$ cat src/include/smm_ctrl_pkg.sv
// constants, field layouts and states shared by the management mode control core
// assumes a 32-bit physical address space and a 32-bit save-area data path
package smm_ctrl_pkg;

  // internal base register value after a hardware reset
  localparam logic [31:0] BASE_RESET_VAL   = 32'h0003_0000;
  // offsets relative to the management ram base
  localparam logic [31:0] OFS_HANDLER      = 32'h0000_8000;
  localparam logic [31:0] OFS_SAVE_LO      = 32'h0000_FE00;
  localparam logic [31:0] OFS_SAVE_HI      = 32'h0000_FFFF;
  localparam logic [31:0] OFS_BASE_FIELD   = 32'h0000_7EF8;
  localparam logic [31:0] OFS_REV_ID       = 32'h0000_7EFC;
  localparam logic [31:0] OFS_RESTART      = 32'h0000_7F00;
  // io restart field encodings
  localparam logic [15:0] RESTART_REEXEC   = 16'h00FF;
  localparam logic [15:0] RESTART_NONE     = 16'h0000;
  // revision identifier capability bit positions
  localparam int          REV_RESTART_BIT  = 16;
  localparam int          REV_RELOC_BIT    = 17;
  // base alignment check for variants that need 32 kbyte alignment
  localparam logic [31:0] BASE_ALIGN_MASK  = 32'h0000_7FFF;

  // control sequencer states
  typedef enum logic [2:0] {
    ST_NORMAL    = 3'b000,
    ST_WR_REV    = 3'b001,
    ST_WR_RST    = 3'b010,
    ST_HANDLER   = 3'b011,
    ST_RD_RST    = 3'b100,
    ST_RD_BASE   = 3'b101,
    ST_SHUTDOWN  = 3'b110
  } smm_state_t;

endpackage

$ cat src/core/mgmt_req_latch.sv
// pending latch for management interrupt requests from pin and controller message
// assumes the pin and the message pulse are synchronous to clk
`timescale 1ns/1ns
module mgmt_req_latch
  import smm_ctrl_pkg::*;
(
  // clock and reset
  input  wire logic clk,
  input  wire logic rst,
  // request sources
  input  wire logic mgmt_irq_pin_n,
  input  wire logic ctrl_msg,
  // accept strobe from the sequencer
  input  wire logic take,
  // pending level
  output logic      pending
);

  logic pin_prev_r;
  logic pin_prev_nxt;
  logic pend_r;
  logic pend_nxt;
  logic hit;

  // falling pin edge or controller message; a new hit beats the accept
  always_comb begin
    hit          = (pin_prev_r & ~mgmt_irq_pin_n) | ctrl_msg;
    pin_prev_nxt = mgmt_irq_pin_n;
    pend_nxt     = hit | (pend_r & ~take);
  end

  // state registers
  always_ff @(posedge clk) begin
    if (rst) begin
      pin_prev_r <= 1'b1;
      pend_r     <= 1'b0;
    end else begin
      pin_prev_r <= pin_prev_nxt;
      pend_r     <= pend_nxt;
    end
  end

  assign pending = pend_r;

endmodule

$ cat src/core/smm_ctrl.sv
// management mode control: entry, save-area writes, resume, base relocation, io restart
// assumes core events are one-cycle pulses and the save-area memory answers with mem_ack
// Behaviour
// - halted in management mode, only maskable interrupt, init or reset releases it
// - base kept in internal register, default 30000H
// - resume reloads internal base from save field at 7EF8H
// - handler at base+8000H, save area base+FE00H to base+FFFFH
// - reset restores base to 30000H, init leaves it unchanged
// - alignment variants shut down on resume with base not 32 KByte aligned
// - revision identifier reports base relocation capability
// - revision identifier reports io restart capability
// - restart field FFH at resume re-executes the trapped io instruction
// - entry keeps internal state needed to re-execute the trapped io instruction
// - restart field 00H at resume continues after the io instruction
// - every entry writes 00H into the io restart field
// - new request during service is taken before restarting the io instruction
// - requests accepted from dedicated pin and from controller messages
// - several processors may be in management mode with own save areas
// - in dual mode only primary drives active pin
// - every entry writes revision identifier at save offset 7EFCH
// - revision bit 16 flags io restart, bit 17 flags relocation
`timescale 1ns/1ns
module smm_ctrl
  import smm_ctrl_pkg::*;
#(
  parameter bit          RELOC_SUPPORT   = 1'b1,
  parameter bit          RESTART_SUPPORT = 1'b1,
  parameter bit          ALIGN_REQUIRED  = 1'b0,
  parameter logic [15:0] BASE_REVISION   = 16'h0001
)(
  // clock and reset
  input  wire logic        clk,
  input  wire logic        rst,
  input  wire logic        init,
  // straps for dual processing
  input  wire logic        dual_processing_mode,
  input  wire logic        primary_dual_cpu,
  // request sources
  input  wire logic        mgmt_irq_pin_n,
  input  wire logic        local_irq_controller_msg,
  input  wire logic        maskable_irq,
  // core events
  input  wire logic        boundary_valid,
  input  wire logic        io_boundary,
  input  wire logic [31:0] next_ip,
  input  wire logic [31:0] io_ip,
  input  wire logic        halt_instr_exec,
  input  wire logic        resume_exec,
  // core control
  output logic             core_redirect_r,
  output logic [31:0]      instr_pointer_r,
  output logic             io_restart_r,
  output logic             in_mgmt_r,
  output logic             halted_r,
  output logic             shutdown_r,
  // area placement
  output logic [31:0]      mgmt_ram_base_r,
  output logic [31:0]      handler_addr_r,
  output logic [31:0]      save_lo_r,
  output logic [31:0]      save_hi_r,
  // management active pin
  output logic             mgmt_active_pin_n_o,
  output logic             mgmt_active_pin_n_oe,
  // save-area memory port
  output logic             mem_req_r,
  output logic             mem_we_r,
  output logic             mem_wide_r,
  output logic [31:0]      mem_addr_r,
  output logic [31:0]      mem_wdata_r,
  input  wire logic [31:0] mem_rdata,
  input  wire logic        mem_ack
);

  smm_state_t  state_r, state_nxt;
  logic [31:0] base_nxt;
  logic [31:0] ret_ip_r, ret_ip_nxt;
  logic [31:0] trap_ip_r, trap_ip_nxt;
  logic        io_trap_r, io_trap_nxt;
  logic [15:0] rst_fld_r, rst_fld_nxt;
  logic        redirect_nxt;
  logic [31:0] ip_nxt;
  logic        io_restart_nxt;
  logic        halted_nxt;
  logic        shutdown_nxt;
  logic        req_nxt;
  logic        we_nxt;
  logic        wide_nxt;
  logic [31:0] addr_nxt;
  logic [31:0] wdata_nxt;
  logic        oe_nxt;
  logic        take;
  logic        pending;
  logic [31:0] rev_id;
  logic [31:0] resume_ip;
  logic        reexec;

  // pending request from pin or controller message
  mgmt_req_latch u_req (
    .clk            (clk),
    .rst            (rst),
    .mgmt_irq_pin_n (mgmt_irq_pin_n),
    .ctrl_msg       (local_irq_controller_msg),
    .take           (take),
    .pending        (pending)
  );

  // capability word written on entry
  always_comb begin
    rev_id                  = {16'h0000, BASE_REVISION};
    rev_id[REV_RESTART_BIT] = RESTART_SUPPORT;
    rev_id[REV_RELOC_BIT]   = RELOC_SUPPORT;
  end

  // resume target chosen from the restart field
  always_comb begin
    reexec    = RESTART_SUPPORT && (rst_fld_r == RESTART_REEXEC);
    resume_ip = reexec ? trap_ip_r : ret_ip_r;
  end

  // sequencer next values
  always_comb begin
    state_nxt      = state_r;
    base_nxt       = mgmt_ram_base_r;
    ret_ip_nxt     = ret_ip_r;
    trap_ip_nxt    = trap_ip_r;
    io_trap_nxt    = io_trap_r;
    rst_fld_nxt    = rst_fld_r;
    redirect_nxt   = 1'b0;
    ip_nxt         = instr_pointer_r;
    io_restart_nxt = 1'b0;
    halted_nxt     = halted_r;
    shutdown_nxt   = shutdown_r;
    req_nxt        = mem_req_r;
    we_nxt         = mem_we_r;
    wide_nxt       = mem_wide_r;
    addr_nxt       = mem_addr_r;
    wdata_nxt      = mem_wdata_r;
    take           = 1'b0;
    case (state_r)
      ST_NORMAL: begin
        if (pending && boundary_valid) begin
          // keep what a later re-execution needs
          take        = 1'b1;
          ret_ip_nxt  = next_ip;
          trap_ip_nxt = io_ip;
          io_trap_nxt = io_boundary;
          req_nxt     = 1'b1;
          we_nxt      = 1'b1;
          wide_nxt    = 1'b1;
          addr_nxt    = mgmt_ram_base_r + OFS_REV_ID;
          wdata_nxt   = rev_id;
          state_nxt   = ST_WR_REV;
        end
      end
      ST_WR_REV: begin
        if (mem_ack) begin
          // default to no re-execution
          wide_nxt  = 1'b0;
          addr_nxt  = mgmt_ram_base_r + OFS_RESTART;
          wdata_nxt = {16'h0000, RESTART_NONE};
          state_nxt = ST_WR_RST;
        end
      end
      ST_WR_RST: begin
        if (mem_ack) begin
          req_nxt      = 1'b0;
          we_nxt       = 1'b0;
          redirect_nxt = 1'b1;
          ip_nxt       = mgmt_ram_base_r + OFS_HANDLER;
          state_nxt    = ST_HANDLER;
        end
      end
      ST_HANDLER: begin
        if (halted_r) begin
          if (maskable_irq) begin
            halted_nxt = 1'b0;
          end
        end else if (halt_instr_exec) begin
          halted_nxt = 1'b1;
        end else if (resume_exec) begin
          // restart field first, base field last so the old base addresses both
          req_nxt   = 1'b1;
          wide_nxt  = 1'b0;
          addr_nxt  = mgmt_ram_base_r + OFS_RESTART;
          state_nxt = ST_RD_RST;
        end
      end
      ST_RD_RST: begin
        if (mem_ack) begin
          rst_fld_nxt = mem_rdata[15:0];
          wide_nxt    = 1'b1;
          addr_nxt    = mgmt_ram_base_r + OFS_BASE_FIELD;
          state_nxt   = ST_RD_BASE;
        end
      end
      ST_RD_BASE: begin
        if (mem_ack) begin
          req_nxt = 1'b0;
          if (ALIGN_REQUIRED && ((mem_rdata & BASE_ALIGN_MASK) != 32'h0000_0000)) begin
            shutdown_nxt = 1'b1;
            state_nxt    = ST_SHUTDOWN;
          end else begin
            base_nxt = RELOC_SUPPORT ? mem_rdata : mgmt_ram_base_r;
            if (pending) begin
              // serve the new request first; its return lands on the resolved ip
              take        = 1'b1;
              ret_ip_nxt  = resume_ip;
              trap_ip_nxt = resume_ip;
              io_trap_nxt = 1'b0;
              req_nxt     = 1'b1;
              we_nxt      = 1'b1;
              addr_nxt    = base_nxt + OFS_REV_ID;
              wdata_nxt   = rev_id;
              state_nxt   = ST_WR_REV;
            end else begin
              redirect_nxt   = 1'b1;
              ip_nxt         = resume_ip;
              io_restart_nxt = reexec;
              state_nxt      = ST_NORMAL;
            end
          end
        end
      end
      ST_SHUTDOWN: begin
        req_nxt = 1'b0;
      end
      default: begin
        state_nxt = ST_NORMAL;
      end
    endcase
    // init abandons the sequence but keeps the base
    if (init) begin
      state_nxt    = ST_NORMAL;
      base_nxt     = mgmt_ram_base_r;
      halted_nxt   = 1'b0;
      shutdown_nxt = 1'b0;
      req_nxt      = 1'b0;
      we_nxt       = 1'b0;
      redirect_nxt = 1'b0;
    end
  end

  // only the primary drives the active pin in dual mode
  always_comb begin
    oe_nxt = ~dual_processing_mode | primary_dual_cpu;
  end

  // sequencer registers
  always_ff @(posedge clk) begin
    if (rst) begin
      state_r         <= ST_NORMAL;
      mgmt_ram_base_r <= BASE_RESET_VAL;
      ret_ip_r        <= 32'h0000_0000;
      trap_ip_r       <= 32'h0000_0000;
      io_trap_r       <= 1'b0;
      rst_fld_r       <= RESTART_NONE;
      core_redirect_r <= 1'b0;
      instr_pointer_r <= 32'h0000_0000;
      io_restart_r    <= 1'b0;
      halted_r        <= 1'b0;
      shutdown_r      <= 1'b0;
      mem_req_r       <= 1'b0;
      mem_we_r        <= 1'b0;
      mem_wide_r      <= 1'b0;
      mem_addr_r      <= 32'h0000_0000;
      mem_wdata_r     <= 32'h0000_0000;
    end else begin
      state_r         <= state_nxt;
      mgmt_ram_base_r <= base_nxt;
      ret_ip_r        <= ret_ip_nxt;
      trap_ip_r       <= trap_ip_nxt;
      io_trap_r       <= io_trap_nxt;
      rst_fld_r       <= rst_fld_nxt;
      core_redirect_r <= redirect_nxt;
      instr_pointer_r <= ip_nxt;
      io_restart_r    <= io_restart_nxt;
      halted_r        <= halted_nxt;
      shutdown_r      <= shutdown_nxt;
      mem_req_r       <= req_nxt;
      mem_we_r        <= we_nxt;
      mem_wide_r      <= wide_nxt;
      mem_addr_r      <= addr_nxt;
      mem_wdata_r     <= wdata_nxt;
    end
  end

  // placement registers follow the base, the active pin the state, its enable the dual straps
  always_ff @(posedge clk) begin
    if (rst) begin
      handler_addr_r       <= BASE_RESET_VAL + OFS_HANDLER;
      save_lo_r            <= BASE_RESET_VAL + OFS_SAVE_LO;
      save_hi_r            <= BASE_RESET_VAL + OFS_SAVE_HI;
      in_mgmt_r            <= 1'b0;
      mgmt_active_pin_n_o  <= 1'b1;
      mgmt_active_pin_n_oe <= 1'b0;
    end else begin
      handler_addr_r       <= base_nxt + OFS_HANDLER;
      save_lo_r            <= base_nxt + OFS_SAVE_LO;
      save_hi_r            <= base_nxt + OFS_SAVE_HI;
      in_mgmt_r            <= (state_nxt != ST_NORMAL) && (state_nxt != ST_SHUTDOWN);
      mgmt_active_pin_n_o  <= ~((state_nxt != ST_NORMAL) && (state_nxt != ST_SHUTDOWN));
      mgmt_active_pin_n_oe <= oe_nxt;
    end
  end

endmodule

$ cat config.mk
export PLATFORM = sky130hd
export DESIGN_NAME = smm_ctrl
export DESIGN_NICKNAME = d
export VERILOG_FILES = /design/src/include/smm_ctrl_pkg.sv /design/src/core/mgmt_req_latch.sv /design/src/core/smm_ctrl.sv
export SDC_FILE = /design/constraint.sdc
export NUM_CORES = 1
export LEC_CHECK = 0
export BUFFER_PORTS_ARGS = -buffer_cell sky130_fd_sc_hd__buf_2
export CORE_ASPECT_RATIO = 1.25
export CORE_MARGIN = 8
export CORE_UTILIZATION = 50
export CTS_CLUSTER_DIAMETER = 150
export DETAILED_ROUTE_END_ITERATION = 8
export PLACE_DENSITY = 0.75
export SLEW_MARGIN = 10
export SYNTH_ARGS = -nofsm -noshare
export SYNTH_HDL_FRONTEND = slang
export SYNTH_SLANG_ARGS = --single-unit
$ cat constraint.sdc
create_clock -name clk -period 7.65 [get_ports clk]
set_input_delay 0 -clock clk [delete_from_list [all_inputs] [get_ports clk]]
set_output_delay 0 -clock clk [all_outputs]
set_load 0.005 [all_outputs]
==> results of run 1 <==
-- cells by family after synthesis --
group	Yosys count	share of synthesized area, %
xor+xnor	109	6.618
compound gates	451	20.69
flops	263	36.50
fa+ha+maj	10	0.8674
buf+inv	227	8.214
simple gates	641	21.29
mux	78	5.803
other cells	1	0.02600
-- Yosys cell counts, types with 10 or more instances --
cell type / n / area share [%]
sky130_fd_sc_hd__a21oi_1: 176 / 6.1
sky130_fd_sc_hd__o211ai_1: 103 / 5.4
sky130_fd_sc_hd__o21ai_1: 14 / 0.49
sky130_fd_sc_hd__nand4_1: 14 / 0.61
sky130_fd_sc_hd__buf_1: 10 / 0.26
sky130_fd_sc_hd__dfxtp_1: 263 / 36
sky130_fd_sc_hd__ha_1: 10 / 0.87
sky130_fd_sc_hd__a31oi_1: 17 / 0.74
sky130_fd_sc_hd__clkbuf_1: 81 / 2.1
sky130_fd_sc_hd__xor2_1: 59 / 3.6
sky130_fd_sc_hd__a211oi_1: 18 / 0.94
sky130_fd_sc_hd__mux2i_1: 71 / 4.9
sky130_fd_sc_hd__or3_1: 15 / 0.65
sky130_fd_sc_hd__xnor2_1: 50 / 3.0
sky130_fd_sc_hd__and2_1: 10 / 0.43
sky130_fd_sc_hd__nand2_1: 255 / 6.6
sky130_fd_sc_hd__nand3_1: 27 / 0.94
sky130_fd_sc_hd__inv_1: 19 / 0.49
sky130_fd_sc_hd__buf_4: 61 / 3.2
sky130_fd_sc_hd__nand2b_1: 37 / 1.6
sky130_fd_sc_hd__nor4_1: 10 / 0.43
sky130_fd_sc_hd__nor2_1: 172 / 4.5
sky130_fd_sc_hd__buf_2: 47 / 1.6
sky130_fd_sc_hd__o21ai_0: 33 / 1.1
sky130_fd_sc_hd__nor3_1: 38 / 1.3
-- flip-flops by register name, indices dropped and copies added (netlist names), 3 cells and up --
| register | flops |
|---|---|
| mgmt_ram_base_r | 32 |
| ret_ip_r | 32 |
| save_hi_r | 32 |
| mem_addr_r | 32 |
| save_lo_r | 23 |
| instr_pointer_r | 32 |
| rst_fld_r | 16 |
| state_r | 3 |
| handler_addr_r | 17 |
| trap_ip_r | 32 |
-- through the flow --
| stage | hold WS [ps] | power, W | util, % | setup slack [ps] | std cells |
|---|---|---|---|---|---|
| 2_1_floorplan | 95.89 | 0.001576 | - | 4404 | 1809 |
| 3_5_place_dp | 184.5 | 0.001655 | 54.88 | 3639 | 2286 |
| 6_report | 42.22 | 0.002961 | 61.63 | 3476 | 2440 |
| 3_3_place_gp | 181.9 | 0.001650 | 54.88 | 3707 | 2286 |
| 4_1_cts | 17.83 | 0.002970 | 61.61 | 3585 | 2438 |
| 5_1_grt | 35.20 | 0.003048 | 61.62 | 3221 | 2439 |
-- repair_timing --
action,CTS,global route
resized for setup,0,0
hold endpoints to repair,150,0
hold buffers,107,0
-- worst max-delay path by stage --
stage	start	endpoint	slack, ps	cells past startpoint
2_1_floorplan	state_r[1]	mem_addr_r[10]	4400	16
3_3_place_gp	state_r[0]	save_lo_r[21]	3710	9
3_5_place_dp	state_r[0]	save_lo_r[19]	3640	9
4_1_cts	state_r[0]	save_lo_r[21]	3580	9
5_1_grt	state_r[0]	save_lo_r[31]	3220	10
6_report	state_r[0]	save_lo_r[21]	3480	9
-- per-layer routing --
layer / wire, um / up-vias
li1: - / 6713
met2: 23190 / 677
met3: 3881 / 141
met5: 0 / -
met1: 20320 / 6709
met4: 2247 / 0
-- power by group through the flow --
stage | Combinational, W | Clock (W) | Sequential (W)
5_1_grt | 0.000277 | 0.00135 | 0.00142
3_5_place_dp | 0.000208 | 0 | 0.00145
2_1_floorplan | 0.000131 | 0 | 0.00145
4_1_cts | 0.000250 | 0.00130 | 0.00142
6_report | 0.000256 | 0.00129 | 0.00142
3_3_place_gp | 0.000204 | 0 | 0.00145
-- final cells by class --
type,instances,area share (%)
multi-input cells,1319,46.35
flip-flops and latches,263,30.08
repair buffers,434,15.73
clock buffers,38,4.382
well taps,355,2.538
inverters,22,0.4718
clock inverters,7,0.4146
diodes,2,0.02859
-- critical path, stage by stage, from the launching register on --
cell and delay, ps:
sky130_fd_sc_hd__dfxtp_1 990, sky130_fd_sc_hd__and4b_1 720, sky130_fd_sc_hd__nand2_4 440, sky130_fd_sc_hd__mux2i_1 480, sky130_fd_sc_hd__ha_1 360, sky130_fd_sc_hd__o21ai_2 170, sky130_fd_sc_hd__a21oi_2 460, sky130_fd_sc_hd__nor3_1 140
sky130_fd_sc_hd__xor2_1 170, sky130_fd_sc_hd__nor2_1 60
==> reports/results.tsv, run 1 <==
metric	value	unit
result of the run	completed	
met2 track demand over resource	45.03	%
Fin Setup TNS	0	ps
met1 track demand over resource in global routing	34.15	%
startpoint of the lowest-slack hold path	mem_ack	
most common library cell in the layout ignoring fill and taps	sky130_fd_sc_hd__buf_2	
Psw	0.0007220	W
post-synth design cell area	14430	um2
type of the setup path with the least slack	reg -> reg	
starting density of the core	50.79	%
met3 global-route usage	4.682	%
count of state elements after synthesis	263	
fill cell count	2463	
Internal	0.002239	W
number of warnings issued by yosys	0	
Main synth FF type	sky130_fd_sc_hd__dfxtp_1	
Routed WL	49.64	mm
RePlAce Congestion	0.8973	
post-CTS repair timing setup buffer count	0	
area of all placed cells without fillers	17500	um2
vias in the first global route	14100	
remaining routing DRC violations	0	
gr busiest metal	met2	
startpoint of the worst-slack reg-to-reg timing path	state_r[0]	
reg-to-reg setup timing slack	3480	ps
final net count	2186	
total CTS buffers	27	
dpl hpwl	33.74	mm
share of power burned in the clock network	43.5	%
Die Span Y	205.9	um
Comb power frac	8.7	%
clock slew at the register clock pins of the worst setup and hold paths	60	ps
Setup Skew	18.82	ps
path category of the worst min-delay check	in -> reg	
first-pass GRT wire length	77.03	mm
Worst Path Max Fanout	35	
TritonCTS clock tree	built	
Power Density	169.2	nW/um2
max frequency	0.2396	GHz
startpoint types	register	
num ports	343	
area used by multi-input combinational logic	8114	um2
actual slew at the worst max-slew pin	1052	ps
number of enable flip-flop cells after synthesis	0	
worst vdd ir	0.0001494	V
unique cell type count in the Yosys netlist	99	
Max-Slew Margin vs Limit	29.90	%
global route total overflow	0	
Rows	69	
Pleak	7.001	nW
final hold violation count	0	
Seq/Total Area, Yosys	36.50	%
placed inst area	15590	um2
input/output buffers	311	
average cell area after synthesis	8.104	um2
maximum number of buffers from clock root to sink	3	
antenna violations before repair	1	
logic depth of the worst register-to-register path	9	
initial DRC count	1414	
Clock H-tree levels	1	
worst reg2reg path endpoint	save_lo_r[21]	
Syn-to-layout area delta	21.35	%
via/cell ratio	5.836	
Final period util	54.56	%
via count	14240	
first-pass iteration count of the detailed router	7	
register area	5265	um2
Sw Share	24.39	%
pin count of the biggest net entering global routing	108	
data arrival time at the worst-slack endpoint	4560	ps
max-slew violations	0	
number of violations of the max-capacitance limit	0	
hold endpoint	io_restart_r	
hold-critical path depth	2	
required time at the endpoint of the critical path	8040	ps
clock sinks	263	
width of the die	167.9	um
DIE AREA	34570	um2
final-report setup violation count	0	
Skew-Pair Late Insertion Delay	550	ps
standard cell core area	28400	um2
synthesized instance count	1780	
Flop pwr share	47.9	%
DR WL/cell	20.34	um
kind of capture point of the worst setup path	register	
master cell of the clock root buffer	sky130_fd_sc_hd__clkbuf_16	
final antenna-violating net count	0	
most frequent cells in the layout	sky130_fd_sc_hd__buf_2, sky130_fd_sc_hd__dfxtp_1, sky130_fd_sc_hd__nand2_1	
All-Layer GR Usage	27.25	%
minimum clock period after layout	4174	ps
RSZ-0062 raised after global routing	false	
FFs w/ async S/R, synth	0	%
layout cells sized above 1	21.12	%
No activity file was read; power rests on OpenSTA's default activity.
==> run 2, diff against run 1 <==
==> constraint.sdc (replaced) <==
create_clock -name clk -period 4.3 [get_ports clk]
set_input_delay 0 -clock clk [delete_from_list [all_inputs] [get_ports clk]]
set_output_delay 0 -clock clk [all_outputs]
set_load 0.005 [all_outputs]
==> reports/results.tsv, run 2 (same netlist as run 1, synthesis figures left out) <==
metric	value	unit
data arrival time at the worst-slack endpoint	3890	ps
initial DRC count	1395	
final net count	2200	
antenna violations before repair	1	
startpoint types	register	
Fin Setup TNS	0	ps
number of violations of the max-capacitance limit	0	
dpl hpwl	34.41	mm
layout cells sized above 1	22.07	%
most frequent cells in the layout	sky130_fd_sc_hd__buf_2, sky130_fd_sc_hd__dfxtp_1, sky130_fd_sc_hd__nand2_1	
area of all placed cells without fillers	17720	um2
Worst Path Max Fanout	26	
DIE AREA	34570	um2
met2 WL	23.68	mm
Rows	69	
placed inst area	15710	um2
Routed WL	49.88	mm
final hold violation count	0	
first-pass GRT wire length	77.78	mm
Post-Place Cells	2300	
Pleak	7.134	nW
pin count of the biggest net entering global routing	126	
All-Layer GR Usage	27.49	%
via count	14390	
wire length on met1	20.34	mm
type of the setup path with the least slack	reg -> reg	
width of the die	167.9	um
DR WL met3	4.108	mm
kind of capture point of the worst setup path	register	
clock sinks	263	
slowest cell on the critical path	sky130_fd_sc_hd__dfxtp_1	
startpoint of the lowest-slack hold path	mem_rdata[22]	
vias in the first global route	14220	
startpoint of the worst-slack reg-to-reg timing path	state_r[2]	
final-report setup violation count	0	
final design utilization	62.38	%
Top delay family on crit path	compound AO/OA/AOI/OAI gates	
cell occurring most often along the worst timing path	sky130_fd_sc_hd__nor2_1	
maximum number of buffers from clock root to sink	3	
Clock H-tree levels	1	
Final period util	81.15	%
post-CTS repair timing setup buffer count	0	
Die Span Y	205.9	um
path category of the worst min-delay check	in -> reg	
Setup Skew	13.58	ps
most common library cell in the layout ignoring fill and taps	sky130_fd_sc_hd__buf_2	
highest routing layer actually used	met4	
TritonCTS clock tree	built	
area used by multi-input combinational logic	8114	um2
global route total overflow	0	
standard cell core area	28400	um2
cell breakdown of the critical path	nand4b_4 -> nor2_8 -> nor2_1 -> a21oi_1 -> ha_1 -> o21ai_2 -> a21oi_2 -> nor3_1 -> xor2_1 -> nor2_1	
Max-Slew Margin vs Limit	36.07	%
Syn-to-layout area delta	22.82	%
largest stage delay on the critical path	950	ps
worst vdd ir	0.0002935	V
max frequency	0.2866	GHz
num ports	343	
final antenna-violating net count	0	
remaining routing DRC violations	0	
Power Density	307.7	nW/um2
total CTS buffers	28	
Skew-Pair Late Insertion Delay	550	ps
required time at the endpoint of the critical path	4700	ps
first-pass iteration count of the detailed router	7	
crit path from	state_r[2]	
actual slew at the worst max-slew pin	957.7	ps
input/output buffers	311	
master cell of the clock root buffer	sky130_fd_sc_hd__clkbuf_16	
RSZ-0062 raised after global routing	false	
starting density of the core	50.79	%
DR WL/cell	20.28	um
register area	5265	um2
via/cell ratio	5.851	
number of standard cells in the layout, taps in and fillers out	2459	
clock slew at the register clock pins of the worst setup and hold paths	70	ps
max-slew violations	0	
result of the run	completed	
fill cell count	2433	
RePlAce Congestion	0.8930	
post-cts gate resize count	0	
total power	0.005451	W
minimum clock period after layout	3489	ps
Crit path buffers/inverters	0	
run 2: cell count changes in the layout (fill, tap and decap cells not counted), moves of 2 or more:
| cell | change |
|---|---|
| sky130_fd_sc_hd__buf_4 | +13 |
| sky130_fd_sc_hd__clkbuf_1 | -4 |
| sky130_fd_sc_hd__clkbuf_16 | +2 |
| sky130_fd_sc_hd__clkinv_2 | +7 |
| sky130_fd_sc_hd__clkinv_4 | +2 |
| sky130_fd_sc_hd__clkinvlp_4 | -2 |
run 2: worst paths after layout:
path | end | slack (ps) | cells past startpoint
max | save_lo_r[21] | 810 | 10
min | mem_addr_r[23] | 40 | 5
max reg2reg | save_lo_r[21] | 810 | 10
min reg2reg | instr_pointer_r[26] | 450 | 2
run 2: layout make-up:
cell class | count | share of cell area, %
tap | 355 | 2.507
inverter | 22 | 0.4661
multi-input combinational | 1319 | 45.80
antenna | 2 | 0.02825
clock inverter | 15 | 0.8051
clock buffer | 36 | 4.527
sequential | 263 | 29.72
timing repair buffer | 447 | 16.15
run 2: repair_timing:
action                     in CTS  in global routing
setup endpoints to repair       0                  0
hold endpoints to repair      156                  0
hold buffers                  106                  0
run 2: worst register-to-register path: stages, from the launching register on:
cell	delay [ps]
sky130_fd_sc_hd__dfxtp_1	950
sky130_fd_sc_hd__nand4b_4	250
sky130_fd_sc_hd__nor2_8	330
sky130_fd_sc_hd__nor2_1	80
sky130_fd_sc_hd__a21oi_1	380
sky130_fd_sc_hd__ha_1	370
sky130_fd_sc_hd__o21ai_2	160
sky130_fd_sc_hd__a21oi_2	460
sky130_fd_sc_hd__nor3_1	150
sky130_fd_sc_hd__xor2_1	160
sky130_fd_sc_hd__nor2_1	50
run 2: metal layers:
layer	up-vias	track usage, %
met5	-	0
met4	0	10.89
met3	105	4.777
met2	742	45.93
met1	6792	34.85
li1	6749	-
run 2: metrics by stage:
stage / setup WS, ps / hold slack (ps)
after floorplan: 1054 / 95.89
after global placement: 972.2 / 180.7
after detailed placement: 905.7 / 183.7
after CTS: 888.7 / 13.02
after global routing: 540.5 / 107.9
final: 810.5 / 36.42
run 2: where the power goes:
part | total [W] | leakage (nW) | internal [W] | switching, W
logic | 0.000459 | 4.52 | 0.000198 | 0.000261
registers | 0.00252 | 2.13 | 0.00249 | 0.0000290
clock network | 0.00247 | 0.478 | 0.00144 | 0.00103
total | 0.00545 | 7.13 | 0.00413 | 0.00132
==> run 3, diff against run 2 <==
==> constraint.sdc (replaced) <==
create_clock -name clk -period 3.35 [get_ports clk]
set_input_delay 0 -clock clk [delete_from_list [all_inputs] [get_ports clk]]
set_output_delay 0 -clock clk [all_outputs]
set_load 0.005 [all_outputs]
==> reports/results.tsv, run 3 (same netlist as run 1, synthesis figures left out) <==
metric	value	unit
first-pass GRT wire length	77.80	mm
dpl hpwl	35.25	mm
gr busiest metal	met2	
most frequent cells in the layout	sky130_fd_sc_hd__buf_2, sky130_fd_sc_hd__dfxtp_1, sky130_fd_sc_hd__nand2_1	
actual slew at the worst max-slew pin	958.0	ps
initial DRC count	1428	
fill cell count	2387	
max frequency	0.3297	GHz
pin count of the biggest net entering global routing	111	
startpoint types	register	
standard cell core area	28400	um2
post-cts gate resize count	0	
minimum clock period after layout	3033	ps
RePlAce Congestion	0.9073	
starting density of the core	50.79	%
max-slew violations	0	
via count	14420	
DR WL/cell	20.43	um
RSZ-0062 raised after global routing	false	
Clock H-tree levels	1	
number of hold buffers added after cts	103	
Max-Slew Margin vs Limit	36.13	%
Post-Place Cells	2319	
result of the run	finished, violations left	
Power Density	389.8	nW/um2
met1 track demand over resource in global routing	34.03	%
Fin Setup TNS	0	ps
final net count	2215	
input/output buffers	311	
total CTS buffers	27	
met3 global-route usage	5.064	%
clock sinks	263	
post-CTS repair timing setup buffer count	0	
number of violations of the max-capacitance limit	0	
worst reg2reg path endpoint	save_hi_r[23]	
remaining routing DRC violations	0	
largest stage delay on the critical path	580	ps
Top delay family on crit path	simple AND/OR/NAND/NOR gates	
final antenna-violating net count	0	
master cell of the clock root buffer	sky130_fd_sc_hd__clkbuf_16	
Final period util	90.53	%
Syn-to-layout area delta	23.44	%
via/cell ratio	5.840	
startpoint of the worst-slack reg-to-reg timing path	state_r[2]	
DIE AREA	34570	um2
antenna violations before repair	2	
hold-critical path depth	2	
All-Layer GR Usage	27.59	%
capturing instance or port of the critical path	save_hi_r[23]	
vias in the first global route	14100	
clock slew at the register clock pins of the worst setup and hold paths	60	ps
number of standard cells in the layout, taps in and fillers out	2470	
Crit path buffers/inverters	1	
cell breakdown of the critical path	nand4b_4 -> nor2_8 -> mux2i_1 -> inv_1 -> ha_1 -> nor3b_4 -> nor3_1 -> xor2_1 -> nor2_1	
TritonCTS clock tree	built	
type of the setup path with the least slack	reg -> reg	
Setup Skew	11.43	ps
final hold violation count	9	
Die Span Y	205.9	um
final-report setup violation count	0	
Rows	69	
met2 track demand over resource	47.18	%
maximum number of buffers from clock root to sink	3	
violated checks	negative hold slack	
data arrival time at the worst-slack endpoint	3430	ps
Pleak	7.192	nW
reg-to-reg setup timing slack	320	ps
Skew-Pair Late Insertion Delay	540	ps
Routed WL	50.47	mm
path category of the worst min-delay check	in -> reg	
crit path from	state_r[2]	
num ports	343	
most common library cell in the layout ignoring fill and taps	sky130_fd_sc_hd__buf_2	
global route total overflow	0	
first-pass iteration count of the detailed router	6	
width of the die	167.9	um
kind of capture point of the worst setup path	register	
layout cells sized above 1	22.66	%
number of cells on the critical path	9	
logic depth of the worst register-to-register path	9	
worst vdd ir	0.0003784	V
required time at the endpoint of the critical path	3750	ps
Final Hold Slack	-39.23	ps
area used by multi-input combinational logic	8114	um2
register area	5265	um2
Worst Path Max Fanout	11	
slowest cell on the critical path	sky130_fd_sc_hd__dfxtp_1	
## run 3: where the power goes
part           total, W  internal [W]  switching, W
sequential      0.00323       0.00320     0.0000364
combinational  0.000595      0.000259      0.000336
clock           0.00311       0.00183       0.00128
## run 3: metal layers
metal | share of wire (%) | vias to the layer above
met5 | 0.016 | -
met2 | 48 | 705
met4 | 3.5 | 2
met3 | 8.2 | 123
li1 | - | 6769
met1 | 40 | 6825
## run 3: per-stage QoR
step                setup WS (ps)  cell area [um2]  total power (W)  hold WS (ps)  utilization, %
floorplan                   104.1            14530         0.003599         95.89               -
global placement            434.3            15860         0.003779         184.4           55.84
detailed placement          370.2            15860         0.003790         192.4           55.84
CTS                         347.3            17800         0.006965         5.030           62.68
global route                114.0            17810         0.007161         6.010           62.69
finish                      317.1            17810         0.006940        -39.23           62.69
## run 3: layout make-up
class | instances | share of cell area, %
inverter | 22 | 0.4638
tap | 355 | 2.495
timing repair buffer | 463 | 16.77
sequential | 263 | 29.57
clock buffer | 35 | 4.300
multi-input combinational | 1319 | 45.57
antenna | 1 | 0.01405
clock inverter | 12 | 0.8151
## run 3: worst min-delay path by stage
stage / to / from / slack, ps
after global placement: mgmt_active_pin_n_oe / dual_processing_mode / 180
final: mgmt_ram_base_r[7] / rst / -40
after detailed placement: mgmt_active_pin_n_oe / dual_processing_mode / 190
after global routing: mgmt_ram_base_r[1] / rst / 6
after floorplan: mgmt_active_pin_n_oe / dual_processing_mode / 100
after CTS: mem_addr_r[8] / rst / 5
